[src/msi_pkg.sv]
// Package of offsets, field positions and reset values for the security index and assessment registers
package msi_pkg;

  // ----------------------------------------------------------------
  // Register indexes (byte address is four times the index)
  // ----------------------------------------------------------------
  localparam logic [7:0] IDX_NET_ID_LO     = 8'h29;
  localparam logic [7:0] IDX_NET_ID_HI     = 8'h2A;
  localparam logic [7:0] IDX_SEC_HDR       = 8'h2B;
  localparam logic [7:0] IDX_SEC_PAY       = 8'h2C;
  localparam logic [7:0] IDX_SEC_END       = 8'h2D;
  localparam logic [7:0] IDX_DEBUG_CTRL    = 8'h2E;
  localparam logic [7:0] IDX_ASSESS_CTRL   = 8'h2F;
  localparam logic [7:0] IDX_ASSESS_MODE   = 8'h30;
  localparam logic [7:0] IDX_SEC_CONFIG    = 8'h40;

  localparam int unsigned ADDR_W = 10;

  // ----------------------------------------------------------------
  // Field positions
  // ----------------------------------------------------------------
  localparam int unsigned DBG_TX1_BIT  = 7;
  localparam int unsigned DBG_TX2_BIT  = 6;
  localparam int unsigned DBG_RX1_BIT  = 5;
  localparam int unsigned DBG_RX2_BIT  = 4;
  localparam int unsigned DBG_TXRD_BIT = 3;
  localparam int unsigned DBG_RXWR_BIT = 2;
  localparam int unsigned DBG_BRD_BIT  = 1;
  localparam int unsigned DBG_BWR_BIT  = 0;
  localparam int unsigned CCA_BUSY_BIT = 7;
  localparam int unsigned CCA_ST_BIT   = 6;
  localparam int unsigned THR_W        = 6;
  localparam int unsigned IDX_W        = 7;

  // ----------------------------------------------------------------
  // Reset values and assessment criteria
  // ----------------------------------------------------------------
  localparam logic [7:0] RST_ASSESS_CTRL  = 8'h0C;
  localparam logic [7:0] RST_NET_BYTE     = 8'h00;
  localparam logic [6:0] RST_INDEX        = 7'h00;
  localparam logic [1:0] RST_CRIT         = 2'b01;
  localparam logic [1:0] CRIT_ED_OR_CS    = 2'b00;
  localparam logic [1:0] CRIT_ED          = 2'b01;
  localparam logic [1:0] CRIT_CS          = 2'b10;
  localparam logic [1:0] CRIT_ED_AND_CS   = 2'b11;

  localparam logic [1:0] RESP_OKAY   = 2'b00;
  localparam logic [1:0] RESP_SLVERR = 2'b10;

  typedef enum logic [1:0] {
    MSI_IDLE    = 2'b00,
    MSI_MEASURE = 2'b01,
    MSI_DONE    = 2'b10
  } msi_cca_state_t;

endpackage

[src/msi_regs.sv]
// Security index, frame debug and channel assessment registers behind an AXI4-Lite slave
//
// Summary of operation
// - 16-bit network identifier in two byte registers, low byte first; standard mode only.
// - MAC security: hardware loads header offset (0 length, 1 frame control).
// - Network security: host writes header offset for standard, hardware for proprietary frames.
// - MAC security: hardware loads 7-bit payload offset where secured payload starts.
// - Network security: host writes payload offset standard frames, hardware for proprietary.
// - 7-bit end offset marks last secured payload position; hardware or software sets it.
// - Disable-auto-indexing stops automatic index loads in transmit mode; host values used.
// - Buffer transmit-process bits run CRC and security without sending; hardware clears them.
// - Buffer receive-process bits run CRC check and security as on reception.
// - Read-only flags show buffer read by transmit and written by receive hardware.
// - Read-only flags show buffer the register bus reads and writes, streaming only.
// - Read-only busy flag holds latest assessment result, 1 busy, 0 silent.
// - Start bit begins assessment; completion clears it, sets irq flag, valid busy.
// - Six-bit energy threshold applies in energy and energy-and-carrier criteria.
// - Energy criteria: busy when mean energy bits 7:2 exceed threshold.
// - Software enables receive chain first; frames still accepted during assessment.
// - Two-bit criterion: 01 energy, 10 carrier, 11 both, 00 either.
`timescale 1ns/1ps
`default_nettype none

module msi_regs
  import msi_pkg::*;
(
  input  wire logic              aclk,
  input  wire logic              aresetn,
  input  wire logic              clk_en,
  // AXI4-Lite slave
  input  wire logic [ADDR_W-1:0] s_axi_awaddr,
  input  wire logic              s_axi_awvalid,
  output logic                   s_axi_awready,
  input  wire logic [31:0]       s_axi_wdata,
  input  wire logic [3:0]        s_axi_wstrb,
  input  wire logic              s_axi_wvalid,
  output logic                   s_axi_wready,
  output logic [1:0]             s_axi_bresp,
  output logic                   s_axi_bvalid,
  input  wire logic              s_axi_bready,
  input  wire logic [ADDR_W-1:0] s_axi_araddr,
  input  wire logic              s_axi_arvalid,
  output logic                   s_axi_arready,
  output logic [31:0]            s_axi_rdata,
  output logic [1:0]             s_axi_rresp,
  output logic                   s_axi_rvalid,
  input  wire logic              s_axi_rready,
  // Frame engine side
  input  wire logic              standard_frame_mode,
  input  wire logic              tx_mode,
  input  wire logic              auto_hdr_load,
  input  wire logic [IDX_W-1:0]  auto_hdr_value,
  input  wire logic              auto_pay_load,
  input  wire logic [IDX_W-1:0]  auto_pay_value,
  input  wire logic              auto_end_load,
  input  wire logic [IDX_W-1:0]  auto_end_value,
  input  wire logic              tx_process_done,
  input  wire logic              tx_reading_buffer_flag,
  input  wire logic              rx_writing_buffer_flag,
  input  wire logic              host_reading_buffer_flag,
  input  wire logic              host_writing_buffer_flag,
  output logic                   first_buffer_tx_process,
  output logic                   second_buffer_tx_process,
  output logic                   first_buffer_rx_process,
  output logic                   second_buffer_rx_process,
  output logic [15:0]            network_identifier,
  output logic                   network_id_valid,
  output logic [IDX_W-1:0]       security_header_offset,
  output logic [IDX_W-1:0]       security_payload_offset,
  output logic [IDX_W-1:0]       security_end_offset,
  // Channel assessment side
  input  wire logic              receive_chain_enable,
  input  wire logic              assess_done,
  input  wire logic [7:0]        measured_mean_energy,
  input  wire logic              carrier_detected,
  output logic                   assess_run,
  output logic                   energy_assess_irq_flag
);

  // ----------------------------------------------------------------
  // State
  // ----------------------------------------------------------------
  logic [7:0]       net_lo_q, net_hi_q;
  logic [IDX_W-1:0] hdr_q, pay_q, end_q;
  logic             disable_auto_security_indexing_q;
  logic [3:0]       proc_q;
  logic             busy_q;
  logic             start_q;
  logic [THR_W-1:0] thr_q;
  logic [1:0]       crit_q;
  logic             irq_q;
  msi_cca_state_t   st_q, st_d;

  logic             aw_held_q, w_held_q;
  logic [7:0]       aw_idx_q;
  logic [31:0]      w_data_q;
  logic [3:0]       w_strb_q;
  logic             bvalid_q;
  logic [1:0]       bresp_q;
  logic             rvalid_q;
  logic [31:0]      rdata_q;
  logic [1:0]       rresp_q;

  // ----------------------------------------------------------------
  // Bus decode
  // ----------------------------------------------------------------
  wire        wr_fire   = clk_en && aw_held_q && w_held_q && !bvalid_q;
  wire        wr_lane0  = w_strb_q[0];
  wire [7:0]  wbyte     = w_data_q[7:0];
  wire        wr_net_lo = wr_fire && wr_lane0 && (aw_idx_q == IDX_NET_ID_LO);
  wire        wr_net_hi = wr_fire && wr_lane0 && (aw_idx_q == IDX_NET_ID_HI);
  wire        wr_hdr    = wr_fire && wr_lane0 && (aw_idx_q == IDX_SEC_HDR);
  wire        wr_pay    = wr_fire && wr_lane0 && (aw_idx_q == IDX_SEC_PAY);
  wire        wr_end    = wr_fire && wr_lane0 && (aw_idx_q == IDX_SEC_END);
  wire        wr_dbg    = wr_fire && wr_lane0 && (aw_idx_q == IDX_DEBUG_CTRL);
  wire        wr_cca    = wr_fire && wr_lane0 && (aw_idx_q == IDX_ASSESS_CTRL);
  wire        wr_mode   = wr_fire && wr_lane0 && (aw_idx_q == IDX_ASSESS_MODE);
  wire        wr_cfg    = wr_fire && wr_lane0 && (aw_idx_q == IDX_SEC_CONFIG);
  wire        wr_hit    = (aw_idx_q >= IDX_NET_ID_LO && aw_idx_q <= IDX_ASSESS_MODE)
                          || (aw_idx_q == IDX_SEC_CONFIG);
  wire        rd_fire   = clk_en && s_axi_arvalid && !rvalid_q;
  wire [7:0]  ar_idx    = s_axi_araddr[ADDR_W-1:2];

  // ----------------------------------------------------------------
  // Security index update
  // ----------------------------------------------------------------
  wire auto_block = disable_auto_security_indexing_q && tx_mode;
  wire hdr_hw     = auto_hdr_load && !auto_block;
  wire pay_hw     = auto_pay_load && !auto_block;
  wire end_hw     = auto_end_load && !auto_block;

  // ----------------------------------------------------------------
  // Channel assessment
  // ----------------------------------------------------------------
  wire energy_hit  = measured_mean_energy[7:2] > thr_q;
  wire busy_result = (crit_q == CRIT_ED)        ? energy_hit :
                     (crit_q == CRIT_CS)        ? carrier_detected :
                     (crit_q == CRIT_ED_AND_CS) ? (energy_hit && carrier_detected) :
                                                  (energy_hit || carrier_detected);
  wire cca_finish  = (st_q == MSI_MEASURE) && assess_done;
  wire sw_start    = wr_cca && wbyte[CCA_ST_BIT];

  always_comb begin
    st_d = st_q;
    case (st_q)
      MSI_IDLE:    if (start_q && receive_chain_enable) begin
        st_d = MSI_MEASURE;
      end
      MSI_MEASURE: if (assess_done) begin
        st_d = MSI_DONE;
      end
      MSI_DONE:    st_d = MSI_IDLE;
      default:     st_d = MSI_IDLE;
    endcase
  end

  // ----------------------------------------------------------------
  // Register storage
  // ----------------------------------------------------------------
  always_ff @(posedge aclk) begin
    if (!aresetn) begin
      net_lo_q <= RST_NET_BYTE;
      net_hi_q <= RST_NET_BYTE;
      hdr_q    <= RST_INDEX;
      pay_q    <= RST_INDEX;
      end_q    <= RST_INDEX;
      disable_auto_security_indexing_q   <= 1'b0;
      proc_q   <= 4'h0;
    end else if (clk_en) begin
      if (wr_net_lo) net_lo_q <= wbyte;
      if (wr_net_hi) net_hi_q <= wbyte;
      if (hdr_hw) hdr_q <= auto_hdr_value;
      else if (wr_hdr) hdr_q <= wbyte[IDX_W-1:0];
      if (pay_hw) pay_q <= auto_pay_value;
      else if (wr_pay) pay_q <= wbyte[IDX_W-1:0];
      if (end_hw) end_q <= auto_end_value;
      else if (wr_end) end_q <= wbyte[IDX_W-1:0];
      if (wr_cfg) disable_auto_security_indexing_q <= wbyte[0];
      if (wr_dbg) begin
        proc_q <= wbyte[DBG_TX1_BIT:DBG_RX2_BIT];
      end else if (tx_process_done) begin
        proc_q[3:2] <= 2'b00;
      end
    end
  end

  always_ff @(posedge aclk) begin
    if (!aresetn) begin
      busy_q  <= 1'b0;
      start_q <= 1'b0;
      thr_q   <= RST_ASSESS_CTRL[THR_W-1:0];
      crit_q  <= RST_CRIT;
      irq_q   <= 1'b0;
      st_q    <= MSI_IDLE;
    end else if (clk_en) begin
      st_q <= st_d;
      if (wr_cca) thr_q <= wbyte[THR_W-1:0];
      if (wr_mode) crit_q <= wbyte[1:0];
      if (cca_finish) begin
        busy_q  <= busy_result;
        start_q <= 1'b0;
        irq_q   <= 1'b1;
      end else begin
        if (wr_cca) start_q <= wbyte[CCA_ST_BIT];
        if (sw_start) irq_q <= 1'b0;
      end
    end
  end

  // ----------------------------------------------------------------
  // AXI4-Lite write channel
  // ----------------------------------------------------------------
  always_ff @(posedge aclk) begin
    if (!aresetn) begin
      aw_held_q <= 1'b0;
      w_held_q  <= 1'b0;
      aw_idx_q  <= 8'h00;
      w_data_q  <= 32'h0000_0000;
      w_strb_q  <= 4'h0;
      bvalid_q  <= 1'b0;
      bresp_q   <= RESP_OKAY;
    end else if (clk_en) begin
      if (s_axi_awvalid && s_axi_awready) begin
        aw_held_q <= 1'b1;
        aw_idx_q  <= s_axi_awaddr[ADDR_W-1:2];
      end
      if (s_axi_wvalid && s_axi_wready) begin
        w_held_q <= 1'b1;
        w_data_q <= s_axi_wdata;
        w_strb_q <= s_axi_wstrb;
      end
      if (wr_fire) begin
        aw_held_q <= 1'b0;
        w_held_q  <= 1'b0;
        bvalid_q  <= 1'b1;
        bresp_q   <= wr_hit ? RESP_OKAY : RESP_SLVERR;
      end else if (bvalid_q && s_axi_bready) begin
        bvalid_q <= 1'b0;
      end
    end
  end

  assign s_axi_awready = clk_en && !aw_held_q && !bvalid_q;
  assign s_axi_wready  = clk_en && !w_held_q && !bvalid_q;
  assign s_axi_bvalid  = bvalid_q;
  assign s_axi_bresp   = bresp_q;

  // ----------------------------------------------------------------
  // AXI4-Lite read channel
  // ----------------------------------------------------------------
  wire [7:0] dbg_rd = {proc_q, tx_reading_buffer_flag, rx_writing_buffer_flag,
                       host_reading_buffer_flag, host_writing_buffer_flag};
  wire [7:0] cca_rd = {busy_q, start_q, thr_q};
  logic [7:0] rd_byte;
  logic       rd_hit;

  always_comb begin
    rd_byte = 8'h00;
    rd_hit  = 1'b1;
    case (ar_idx)
      IDX_NET_ID_LO:   rd_byte = net_lo_q;
      IDX_NET_ID_HI:   rd_byte = net_hi_q;
      IDX_SEC_HDR:     rd_byte = {1'b0, hdr_q};
      IDX_SEC_PAY:     rd_byte = {1'b0, pay_q};
      IDX_SEC_END:     rd_byte = {1'b0, end_q};
      IDX_DEBUG_CTRL:  rd_byte = dbg_rd;
      IDX_ASSESS_CTRL: rd_byte = cca_rd;
      IDX_ASSESS_MODE: rd_byte = {6'h00, crit_q};
      IDX_SEC_CONFIG:  rd_byte = {6'h00, irq_q, disable_auto_security_indexing_q};
      default:         rd_hit  = 1'b0;
    endcase
  end

  always_ff @(posedge aclk) begin
    if (!aresetn) begin
      rvalid_q <= 1'b0;
      rdata_q  <= 32'h0000_0000;
      rresp_q  <= RESP_OKAY;
    end else if (clk_en) begin
      if (rd_fire) begin
        rvalid_q <= 1'b1;
        rdata_q  <= {24'h00_0000, rd_byte};
        rresp_q  <= rd_hit ? RESP_OKAY : RESP_SLVERR;
      end else if (rvalid_q && s_axi_rready) begin
        rvalid_q <= 1'b0;
      end
    end
  end

  assign s_axi_arready = clk_en && !rvalid_q;
  assign s_axi_rvalid  = rvalid_q;
  assign s_axi_rdata   = rdata_q;
  assign s_axi_rresp   = rresp_q;

  // ----------------------------------------------------------------
  // Outputs to the frame engine and channel assessment
  // ----------------------------------------------------------------
  assign first_buffer_tx_process  = proc_q[3];
  assign second_buffer_tx_process = proc_q[2];
  assign first_buffer_rx_process  = proc_q[1];
  assign second_buffer_rx_process = proc_q[0];
  assign network_identifier       = {net_hi_q, net_lo_q};
  assign network_id_valid         = standard_frame_mode;
  assign security_header_offset   = hdr_q;
  assign security_payload_offset  = pay_q;
  assign security_end_offset      = end_q;
  assign assess_run               = (st_q == MSI_MEASURE);
  assign energy_assess_irq_flag   = irq_q;

endmodule // msi_regs

`default_nettype wire

[config.mk]
export PLATFORM = sky130hd
export DESIGN_NAME = msi_regs
export DESIGN_NICKNAME = d
export VERILOG_FILES = /design/src/msi_pkg.sv /design/src/msi_regs.sv
export SDC_FILE = /design/constraint.sdc
export NUM_CORES = 1
export LEC_CHECK = 0
export ABC_AREA = 0
export BUFFER_PORTS_ARGS = -buffer_cell sky130_fd_sc_hd__buf_2
export CELL_PAD_IN_SITES_DETAIL_PLACEMENT = 0
export CELL_PAD_IN_SITES_GLOBAL_PLACEMENT = 1
export CORE_UTILIZATION = 35
export CTS_BUF_LIST = sky130_fd_sc_hd__clkbuf_4
export DETAILED_ROUTE_END_ITERATION = 10
export GPL_TIMING_DRIVEN = 0
export PLACE_DENSITY_LB_ADDON = 0.12
export SYNTH_ARGS = -nofsm -noshare
export SYNTH_HDL_FRONTEND = slang
export SYNTH_SLANG_ARGS = --single-unit
[constraint.sdc]
create_clock -name aclk -period 2.4 [get_ports aclk]
set_clock_uncertainty 0.15 [all_clocks]
set_input_delay 0 -clock aclk [delete_from_list [all_inputs] [get_ports aclk]]
set_output_delay 0 -clock aclk [all_outputs]
set_load 0.02 [all_outputs]
# Word-level counts from Yosys, hierarchy flattened
# Cells that the tools add are included.
[classes]
add_sub_neg = 0
mul = 0
div_mod_pow = 0
order_cmp = 3
eq_ne = 24
n_shift = 0
mux = 30
bitwise_logic = 0
n_reduce_logical = 74
[ops]
columns = ["operator", "count"]
rows = [
  ["$eq 8x6->1 const B", 16],
  ["$pmux 8 s9", 1],
  ["$mux 7", 6],
  ["$reduce_and 2->1", 21],
  ["$logic_and 1x1->1", 33],
  ["$reduce_bool 2->1", 10],
  ["$eq 8x7->1 const B", 2],
  ["$mux 1", 16],
  ["$mux 2", 6],
  ["$reduce_or 9->1", 1],
  ["$ge 8x6->1 const B", 1],
  ["$le 8x6->1 const B", 1],
  ["$gt 6x6->1", 1],
  ["$logic_not 1->1", 5],
  ["$eq 2x1->1 const B", 2],
  ["$eq 2x2->1 const B", 2],
  ["$ne 2x2->1 const B", 2],
  ["$pmux 2 s2", 1],
  ["$reduce_and 3->1", 1],
  ["$logic_not 2->1", 1],
  ["$logic_or 1x1->1", 2],
]
[word_totals]
regBits = 88
latch_bits = 0
ramBits = 0
romBits = 0
input_bits = 106
output_inout_bits = 85
wordCells = 155
n_memories = 0

# Depth between registers and ports, before layout
# Gate-level depths: netlist (run 1).
[depth]
depth_word = 8
mapped_depth = 8

# Worst setup path before layout (run 1)
# Ideal clock, no wire load.
[synth_timing]
kind = "flip-flop to flip-flop"
from = "reg bvalid_q, in the netlist s_axi_bvalid"
to = "reg aw_idx_q[7]"
setup_time_ns = 0.070
arrival_time_ns = 1.671
required_ns = 2.180
setup_slack_ns = 0.509
path_stages_with_launch = 6
n_path_buf = 1
synth_period_minus_slack_ns = 1.891
path_cell_list = "dfxtp_1 > nor3b_1 > and2_1 > clkbuf_1 > nand2_1 > a21oi_1"
[synth_via]
elab_chain_cells = 4
[synth_lines]
columns = ["item", "line", "rtl"]
rows = [
  ["start, declared", "msi_regs.sv:98", "logic bvalid_q;"],
  ["start signal, assigned", "msi_regs.sv:220", "bvalid_q <= 1'b0;"],
  ["start signal, assigned", "msi_regs.sv:235", "bvalid_q <= 1'b1;"],
  ["start signal, assigned", "msi_regs.sv:238", "bvalid_q <= 1'b0;"],
  ["$logic_not 1->1", "msi_regs.sv:243", "assign s_axi_awready = clk_en && !aw_held_q && !bvalid_q;"],
  ["$logic_and 1x1->1", "msi_regs.sv:243", ""],
  ["named net s_axi_awready", "msi_regs.sv:33", "output logic s_axi_awready,"],
  ["$logic_and 1x1->1", "msi_regs.sv:223", "if (s_axi_awvalid && s_axi_awready) begin"],
  ["$reduce_and 2->1 (no line)", "-", ""],
  ["end signal, assigned", "msi_regs.sv:225", "aw_idx_q <= s_axi_awaddr[ADDR_W-1:2];"],
  ["end, declared", "msi_regs.sv:95", "logic [7:0] aw_idx_q;"],
]
# The timed path passes the listed nets, and every way through them passes these cells.
# A chain may end at the register's enable or synchronous reset.

# Final worst setup path (run 1)
[layout_timing]
from = "reg thr_q[3]"
to = "reg busy_q"
[layout_via]
elab_chain_cells = 5
[layout_lines]
columns = ["item", "line", "rtl"]
rows = [
  ["start, declared", "msi_regs.sv:89", "logic [THR_W-1:0] thr_q;"],
  ["start signal, assigned", "msi_regs.sv:191", "thr_q <= RST_ASSESS_CTRL[THR_W-1:0];"],
  ["start signal, assigned", "msi_regs.sv:197", "if (wr_cca) thr_q <= wbyte[THR_W-1:0];"],
  ["$gt 6x6->1 (*)", "msi_regs.sv:135", "wire energy_hit = measured_mean_energy[7:2] > thr_q;"],
  ["$logic_or 1x1->1 / $logic_and 1x1->1 (equally long branches)", "msi_regs.sv:139, msi_regs.sv:138", ""],
  ["$mux 1", "msi_regs.sv:138", "(crit_q == CRIT_ED_AND_CS) ? (energy_hit && carrier_detected) :"],
  ["$mux 1", "msi_regs.sv:137", "(crit_q == CRIT_CS) ? carrier_detected :"],
  ["$mux 1 (*)", "msi_regs.sv:136", "wire busy_result = (crit_q == CRIT_ED) ? energy_hit :"],
  ["end signal, assigned", "msi_regs.sv:200", "busy_q <= busy_result;"],
  ["end, declared", "msi_regs.sv:87", "logic busy_q;"],
]
# Mark *: on every way between the ends. The rest lies on a longest branch, timed or not.

==> key figures, run 1 <==
Die
  • Starting Density: around 36%
  • Die Wd: around 120 um
  • Die area: approximately 14,000 sq um
  • Row cnt: 41
  • Io pins: between 150 and 200
  • Core Area: between 10,000 and 15,000 sq um
  • Die height: roughly 120 um

Critical path
  • Highest fanout seen on the critical path: 2
  • Cell family with most CP delay: compound AO/OA/AOI/OAI gates
  • Worst reg2reg startpoint: thr_q[3]$_SDFFE_PN1P_
  • Worst EP required: about 2.6 ns
  • Crit end category: flip-flop
  • Crit-path cells: inv_1 > ha_1 > a211oi_1 > nor2_1 > o31a_1 > o221a_2 > dlygate4sd3_1
  • R2R Path End: busy_q$_SDFFE_PN0P_
  • Worst Path Buf+Inv: 2
  • CP startpoint kind: flip-flop
  • Worst path slowest cell: dlygate4sd3_1
  • Peak per-stage delay on the critical path: 0.55 ns
  • Cell count of the worst reg-to-reg path: 7
  • Type of the worst setup path: flip-flop to flip-flop
  • R2R setup slack: around 0.11 ns
  • Worst EP arrival: ~2.5 ns

CTS
  • Clk sinks: between 80 and 90
  • CTS Buffer Depth: 2
  • Root buffer cell: clkbuf_4
  • Clock transition at the registers of the reported paths: about 0.14 ns
  • Clock Latency Late Sink: 0.46 ns
  • # Post-CTS Setup Buffers: 0
  • H-tree depth: 3
  • Num CTS Buffers: 9
  • CTS tree: built

Detailed routing
  • DR DRC count: 0
  • First-pass DRT Iterations: 5
  • DR vias: roughly 4.8k
  • Iter 0 DRT Violations: between 300 and 400
  • Remaining antenna violation count: 0
  • Wire per inst: approximately 18 um
  • Vias per cell: roughly 5
  • Drt total wl: ~17,000 um

STA
  • FMAX: ~440 MHz
  • Final setup violating endpoints: 0
  • Slew HR: 49.7%
  • Final hold slack: 0.0252 ns
  • Slew of the pin with the lowest slew margin: roughly 0.75 ns
  • RSZ-0062 raised after global routing: false
  • Max-slew violations: 0
  • Setup TNS: 0 ns
  • Min Tclk post-route: 2.29 ns
  • Period utilisation layout: a little over nine tenths
  • Hold Vio Cnt, Final: 0

Logic synthesis
  • Number of flops mapped to enable cells by yosys: 0
  • Cell taking the most area after synthesis: dfxtp_1
  • Synth top area share: a little under two fifths
  • Mapped Area: 4630 sq um
  • Post-synthesis sequential area ratio: a little under two fifths
  • Ys flop type: dfxtp_1
  • Top area cells in the synthesized netlist: dfxtp_1 (37%), buf_4 (5.5%), o221a_2 (5.3%)
  • Cell variety after synth: 60
  • Ys async rst share: 0%
  • Synth Register Bits: between 80 and 90
  • Synth warn: 0
  • Average cell area after synthesis: around 8.9 sq um
  • Synth Instances: 520

Global route
  • Largest net degree at the start of global routing: 15
  • Vias in the first global route: about 4.7k
  • Global-route wire length before repair: between 20,000 and 30,000 um
  • GRT Total Usage: about a quarter
  • GRT overflow: 0
  • Antenna violations before repair: 0

Cells and area
  • Area Growth Syn to Fin: 40.9%
  • Nets@finish: about 880
  • Commonest cells after routing, fill and taps aside: buf_2 (135), dfxtp_1 (84), dlygate4sd3_1 (78), nand2_1 (64), a21oi_1 (49)
  • Commonest non-fill, non-tap cell in the layout: buf_2
  • Reg area: about 1700 sq um
  • Area of the multi-input gates: around 2600 sq um
  • Non-filler cells, final: 940
  • Filler cell count: ~1.2k
  • Ant diodes: 0
  • Final Util: about half
  • Layout cells sized above 1: between 30% and 40%

Power
  • PwrDens: approximately 470 nW/um^2
  • Pwr Total: a little over 3 mW
  • Maximum VDD drop: about 250 uV
  • Leakage: around 2.9 nW

Min path
  • Worst Hold Class: input pin to flip-flop
  • Startpoint of the worst hold path: s_axi_awvalid
  • Hold Path Cell Cnt: 5
  • Hold Path Sink: aw_held_q$_SDFFE_PN0P_

Placed design
  • Hpwl dp: roughly 12,000 um
  • Placed insts: 846
  • RD Place Congestion: roughly 0.9
  • Port Buffers: approximately 130

Run status
  • Status: complete, no violations

Job
  • Max cap viols: 0
[where the power goes]
group	switching, mW	total (mW)	internal [mW]
clock network	0.525	0.943	0.418
logic	0.311	0.594	0.283
registers	0.0432	1.51	1.47
total	0.880	3.05	2.17
[repair_timing]
action | 4_1_cts | 5_1_grt
hold endpoints to repair | 59 | 0
endpoints found under the setup margin | 0 | 2
resized for setup | 0 | 4
hold buffers | 78 | 0
[stage by stage]
stage | setup slack, ns | instance area (sq um)
finish | 0.109 | 6530
global route | 0.0243 | 6530
CTS | 0.0709 | 6530
detailed placement | 0.297 | 5590
global placement | 0.290 | 5590
floorplan | 0.509 | 4730
[routing by layer]
metal  part of all wire (%)  routed length, um  GRT usage (%)  up-vias
met4                    2.8                459           9.62        0
met1                     45               7440           31.8     2235
met2                     47               7730           41.7      173
met3                    5.4                898           3.91       28
li1                       -                  -              -     2360
met5                      0                  0              0        -
[worst reg2reg max path, cell delays in order (launching register included)]
cell and delay [ns]:
dfxtp_2 0.36, inv_1 0.06, ha_1 0.29, a211oi_1 0.20, nor2_1 0.07, o31a_1 0.28, o221a_2 0.24, dlygate4sd3_1 0.55
[cells in the mapped netlist (all sizes together) (3+ instances only)]
cell type,n
a22o,7
nand2b,4
nor3b,5
nand2,64
and2,4
mux2i,10
clkbuf,23
a32o,4
and4,3
nand3,10
a21boi,5
nor2,17
o21a,14
ha,6
inv,8
buf,44
a22oi,5
dfxtp,86
nand4,26
and3,3
o21ai,41
mux4,6
and3b,3
o221a,22
nand4b,5
mux2,8
a21oi,49
nor2b,10
nand3b,3
[cell families after synthesis]
logic type / share of synthesized area (%)
fa+ha+maj: 1.62
other cells: 0.0809
flops: 37.1
simple gates: 19.6
compound gates: 25.2
buf+inv: 9.31
mux: 7.02
[state kept, by name (all words and copies together), names as in the netlist, 2 cells and up]
signal and cells:
s_axi_rdata 8, security_payload_offset 7, net_hi_q 8, w_data_q 8
security_header_offset 7, crit_q 2, security_end_offset 7, net_lo_q 8
st_q 2, proc_q 4, thr_q 6, aw_idx_q 8
[worst max-delay path by stage]
stage / cells past startpoint / from / slack (ns) / to
2_1_floorplan: 5 / s_axi_bvalid$_SDFFE_PN0P_ / 0.51 / aw_idx_q[7]$_SDFFE_PN0P_
3_3_place_gp: 5 / disable_auto_security_indexing_q$_SDFFE_PN0P_ / 0.29 / security_payload_offset[1]$_SDFFE_PN0P_
3_5_place_dp: 5 / disable_auto_security_indexing_q$_SDFFE_PN0P_ / 0.30 / security_payload_offset[6]$_SDFFE_PN0P_
4_1_cts: 7 / thr_q[3]$_SDFFE_PN1P_ / 0.07 / busy_q$_SDFFE_PN0P_
5_1_grt: 7 / thr_q[3]$_SDFFE_PN1P_ / 0.02 / busy_q$_SDFFE_PN0P_
6_report: 7 / thr_q[3]$_SDFFE_PN1P_ / 0.11 / busy_q$_SDFFE_PN0P_
[area by class of cell]
| type | instances | area share (%) |
|---|---|---|
| multi-input combinational | 383 | 39.4 |
| timing repair buffer | 207 | 21.8 |
| tap | 172 | 3.30 |
| clock buffer | 9 | 1.03 |
| clock inverter | 7 | 1.34 |
| sequential | 86 | 26.4 |
| buffer | 67 | 6.11 |
| inverter | 9 | 0.517 |
No activity file was read; power rests on OpenSTA's default activity.
==> run 2, diff against run 1 <==
--- a/config.mk
+++ b/config.mk
@@ -14,6 +14,9 @@
 export DETAILED_ROUTE_END_ITERATION = 10
 export GPL_TIMING_DRIVEN = 0
 export PLACE_DENSITY_LB_ADDON = 0.12
+export RECOVER_POWER = 25
+export REMOVE_ABC_BUFFERS = 1
+export SLEW_MARGIN = 20
 export SYNTH_ARGS = -nofsm -noshare
 export SYNTH_HDL_FRONTEND = slang
 export SYNTH_SLANG_ARGS = --single-unit
==> key figures, run 2 (synthesis results as in run 1) <==
Detailed routing
  • Iter 0 DRT Violations: 255 (was 314)
  • Metal2 WL: 7650 um (was 7730 um)
  • Wire per inst: 17.9 um (was 17.6 um)
  • First-pass DRT Iterations: 4 (was 5)
  • DR DRC count: 0 (unchanged)
  • Vias per cell: 5.18 (was 5.10)
  • Top sig layer: met4 (unchanged)
  • Drt total wl: 16,000 um (was 16,500 um)
  • M1 wire length: 7190 um (was 7440 um)
  • Met3 wire len: 1050 um (was 898 um)
  • DR vias: 4,614 (was 4,796)
  • Remaining antenna violation count: 0 (unchanged)

Critical path
  • CP startpoint kind: flip-flop (unchanged)
  • Crit end category: flip-flop (unchanged)
  • Peak per-stage delay on the critical path: 0.54 ns (was 0.55 ns)
  • Worst EP required: 2.58 ns (was 2.61 ns)
  • Worst EP arrival: 2.48 ns (was 2.50 ns)
  • Worst path slowest cell: dlygate4sd3_1 (unchanged)
  • Highest fanout seen on the critical path: 2 (unchanged)
  • Crit-path cells: inv_1 > ha_1 > a211oi_1 > nor2_1 > o31a_1 > o221a_2 > dlygate4sd3_1 (unchanged)
  • Type of the worst setup path: flip-flop to flip-flop (unchanged)

Power
  • Leakage: 2.49 nW (was 2.85 nW)
  • Pwr Total: 2.97 mW (was 3.05 mW)
  • PwrDens: 472 nW/um^2 (was 467 nW/um^2)
  • Maximum VDD drop: 232 uV (was 253 uV)

Cells and area
  • Commonest cells after routing, fill and taps aside: buf_2 (93), dlygate4sd3_1 (89), dfxtp_1 (86), nand2_1 (64), a21oi_1 (49) (was buf_2 (135), dfxtp_1 (84), dlygate4sd3_1 (78), nand2_1 (64), a21oi_1 (49))
  • Ant diodes: 0 (unchanged)
  • Commonest non-fill, non-tap cell in the layout: buf_2 (unchanged)
  • Final instance area: 6300 sq um (was 6530 sq um)
  • Layout cells sized above 1: 23.5% (was 31.1%)
  • Final Util: 49.3% (was 51.1%)
  • Nets@finish: 826 (was 875)
  • Area Growth Syn to Fin: 35.9% (was 40.9%)

STA
  • Setup TNS: 0 ns (unchanged)
  • Period utilisation layout: 96.0% (was 95.5%)
  • Slew HR: 50.3% (was 49.7%)
  • RSZ-0062 raised after global routing: false (unchanged)
  • Min Tclk post-route: 2.30 ns (was 2.29 ns)
  • Hold Vio Cnt, Final: 0 (unchanged)
  • FMAX: 434 MHz (was 436 MHz)
  • Slew of the pin with the lowest slew margin: 0.743 ns (was 0.755 ns)
  • Final setup violating endpoints: 0 (unchanged)
  • Max-slew violations: 0 (unchanged)

Placed design
  • Port Buffers: 129 (unchanged)
  • RD Place Congestion: 0.823 (was 0.907)
  • Hpwl dp: 10,800 um (was 12,400 um)
  • Area after DPL: 5230 sq um (was 5590 sq um)

Job
  • Max cap viols: 0 (unchanged)

CTS
  • Clock Latency Late Sink: 0.44 ns (was 0.46 ns)
  • Num CTS Buffers: 9 (unchanged)
  • Clock transition at the registers of the reported paths: 0.13 ns (was 0.14 ns)
  • Clk sinks: 86 (unchanged)
  • CTS Buffer Depth: 2 (unchanged)
  • H-tree depth: 3 (unchanged)
  • Root buffer cell: clkbuf_4 (unchanged)
  • CTS tree: built (unchanged)

Die
  • Core Area: 12,800 sq um (unchanged)
  • Io pins: 191 (unchanged)
  • Die height: 117 um (unchanged)
  • Die area: 13,700 sq um (unchanged)
  • Row cnt: 41 (unchanged)
  • Die Wd: 117 um (unchanged)
  • Starting Density: 36.3% (unchanged)

Global route
  • GRT overflow: 0 (unchanged)
  • Global-route wire length before repair: 23,700 um (was 25,100 um)
  • Antenna violations before repair: 0 (unchanged)
  • Largest net degree at the start of global routing: 32 (was 15)
  • Vias in the first global route: 4,291 (was 4,733)
  • GRT Total Usage: 23.6% (was 24.7%)

Run status
  • Status: complete, no violations (unchanged)

Min path
  • Worst Hold Class: input pin to flip-flop (unchanged)
-- run 2: changes by cell type in the layout (fill, tap and decap cells not counted), sizes merged --
cell / delta
inv: -1
clkbuf: +13
dlymetal6s4s: +2
dlygate4sd3: +11
buf: -75
-- run 2: path summary, 6_finish.rpt --
| path | slack (ns) | to | cells past startpoint | start |
|---|---|---|---|---|
| hold / removal | 0.06 | s_axi_rdata[6]$_SDFFE_PN0P_ | 4 | s_axi_araddr[4] |
| hold reg to reg | 0.34 | s_axi_rdata[7]$_SDFFE_PN0P_ | 1 | s_axi_rdata[7]$_SDFFE_PN0P_ |
| setup / recovery | 0.1 | busy_q$_SDFFE_PN0P_ | 7 | thr_q[3]$_SDFFE_PN1P_ |
| setup reg to reg | 0.1 | busy_q$_SDFFE_PN0P_ | 7 | thr_q[3]$_SDFFE_PN1P_ |
-- run 2: timing repair --
action	CTS	global route
buffers inserted	0	3
cloned	0	0
pin swaps	0	1
resized for setup	5	9
hold buffers	91	0
endpoints found under the hold margin	63	0
endpoints found under the setup margin	26	30
-- run 2: worst max-delay path: cells and delay by family (launching register included) --
family / cells / cell delay, ns
AOI/OAI and AO/OA: 3 / 0.72
adders and majority gates: 1 / 0.29
buffers and inverters: 2 / 0.61
DFF: 1 / 0.36
and+or+nand+nor: 1 / 0.08
-- run 2: metal layers --
layer / vias up / track usage [%]
met5: - / 0
met1: 2177 / 31.0
met4: 0 / 5.40
met3: 8 / 5.20
met2: 163 / 39.4
li1: 2266 / -
-- run 2: area by class of cell --
type / count / area [sq um]
clock inverters: 6 / 77.6
flip-flops and latches: 86 / 1720
clock buffers: 9 / 67.6
fillers: 1268 / 6480
multi-input cells: 383 / 2610
inverters: 9 / 35.0
repair buffers: 225 / 1570
well taps: 172 / 215
-- run 2: power by group --
part / switching [mW] / internal, mW
sequential: 0.0587 / 1.47
clock: 0.490 / 0.407
combinational: 0.288 / 0.254
-- run 2: through the flow --
step           setup WS, ns  instances  hold WS, ns
2_1_floorplan         0.129        478       -0.150
3_3_place_gp          -1.22        779       -0.149
6_report             0.0970        890       0.0558
3_5_place_dp         -0.469        781       -0.149
4_1_cts              0.0136        887       0.0216
5_1_grt              0.0145        890       0.0687
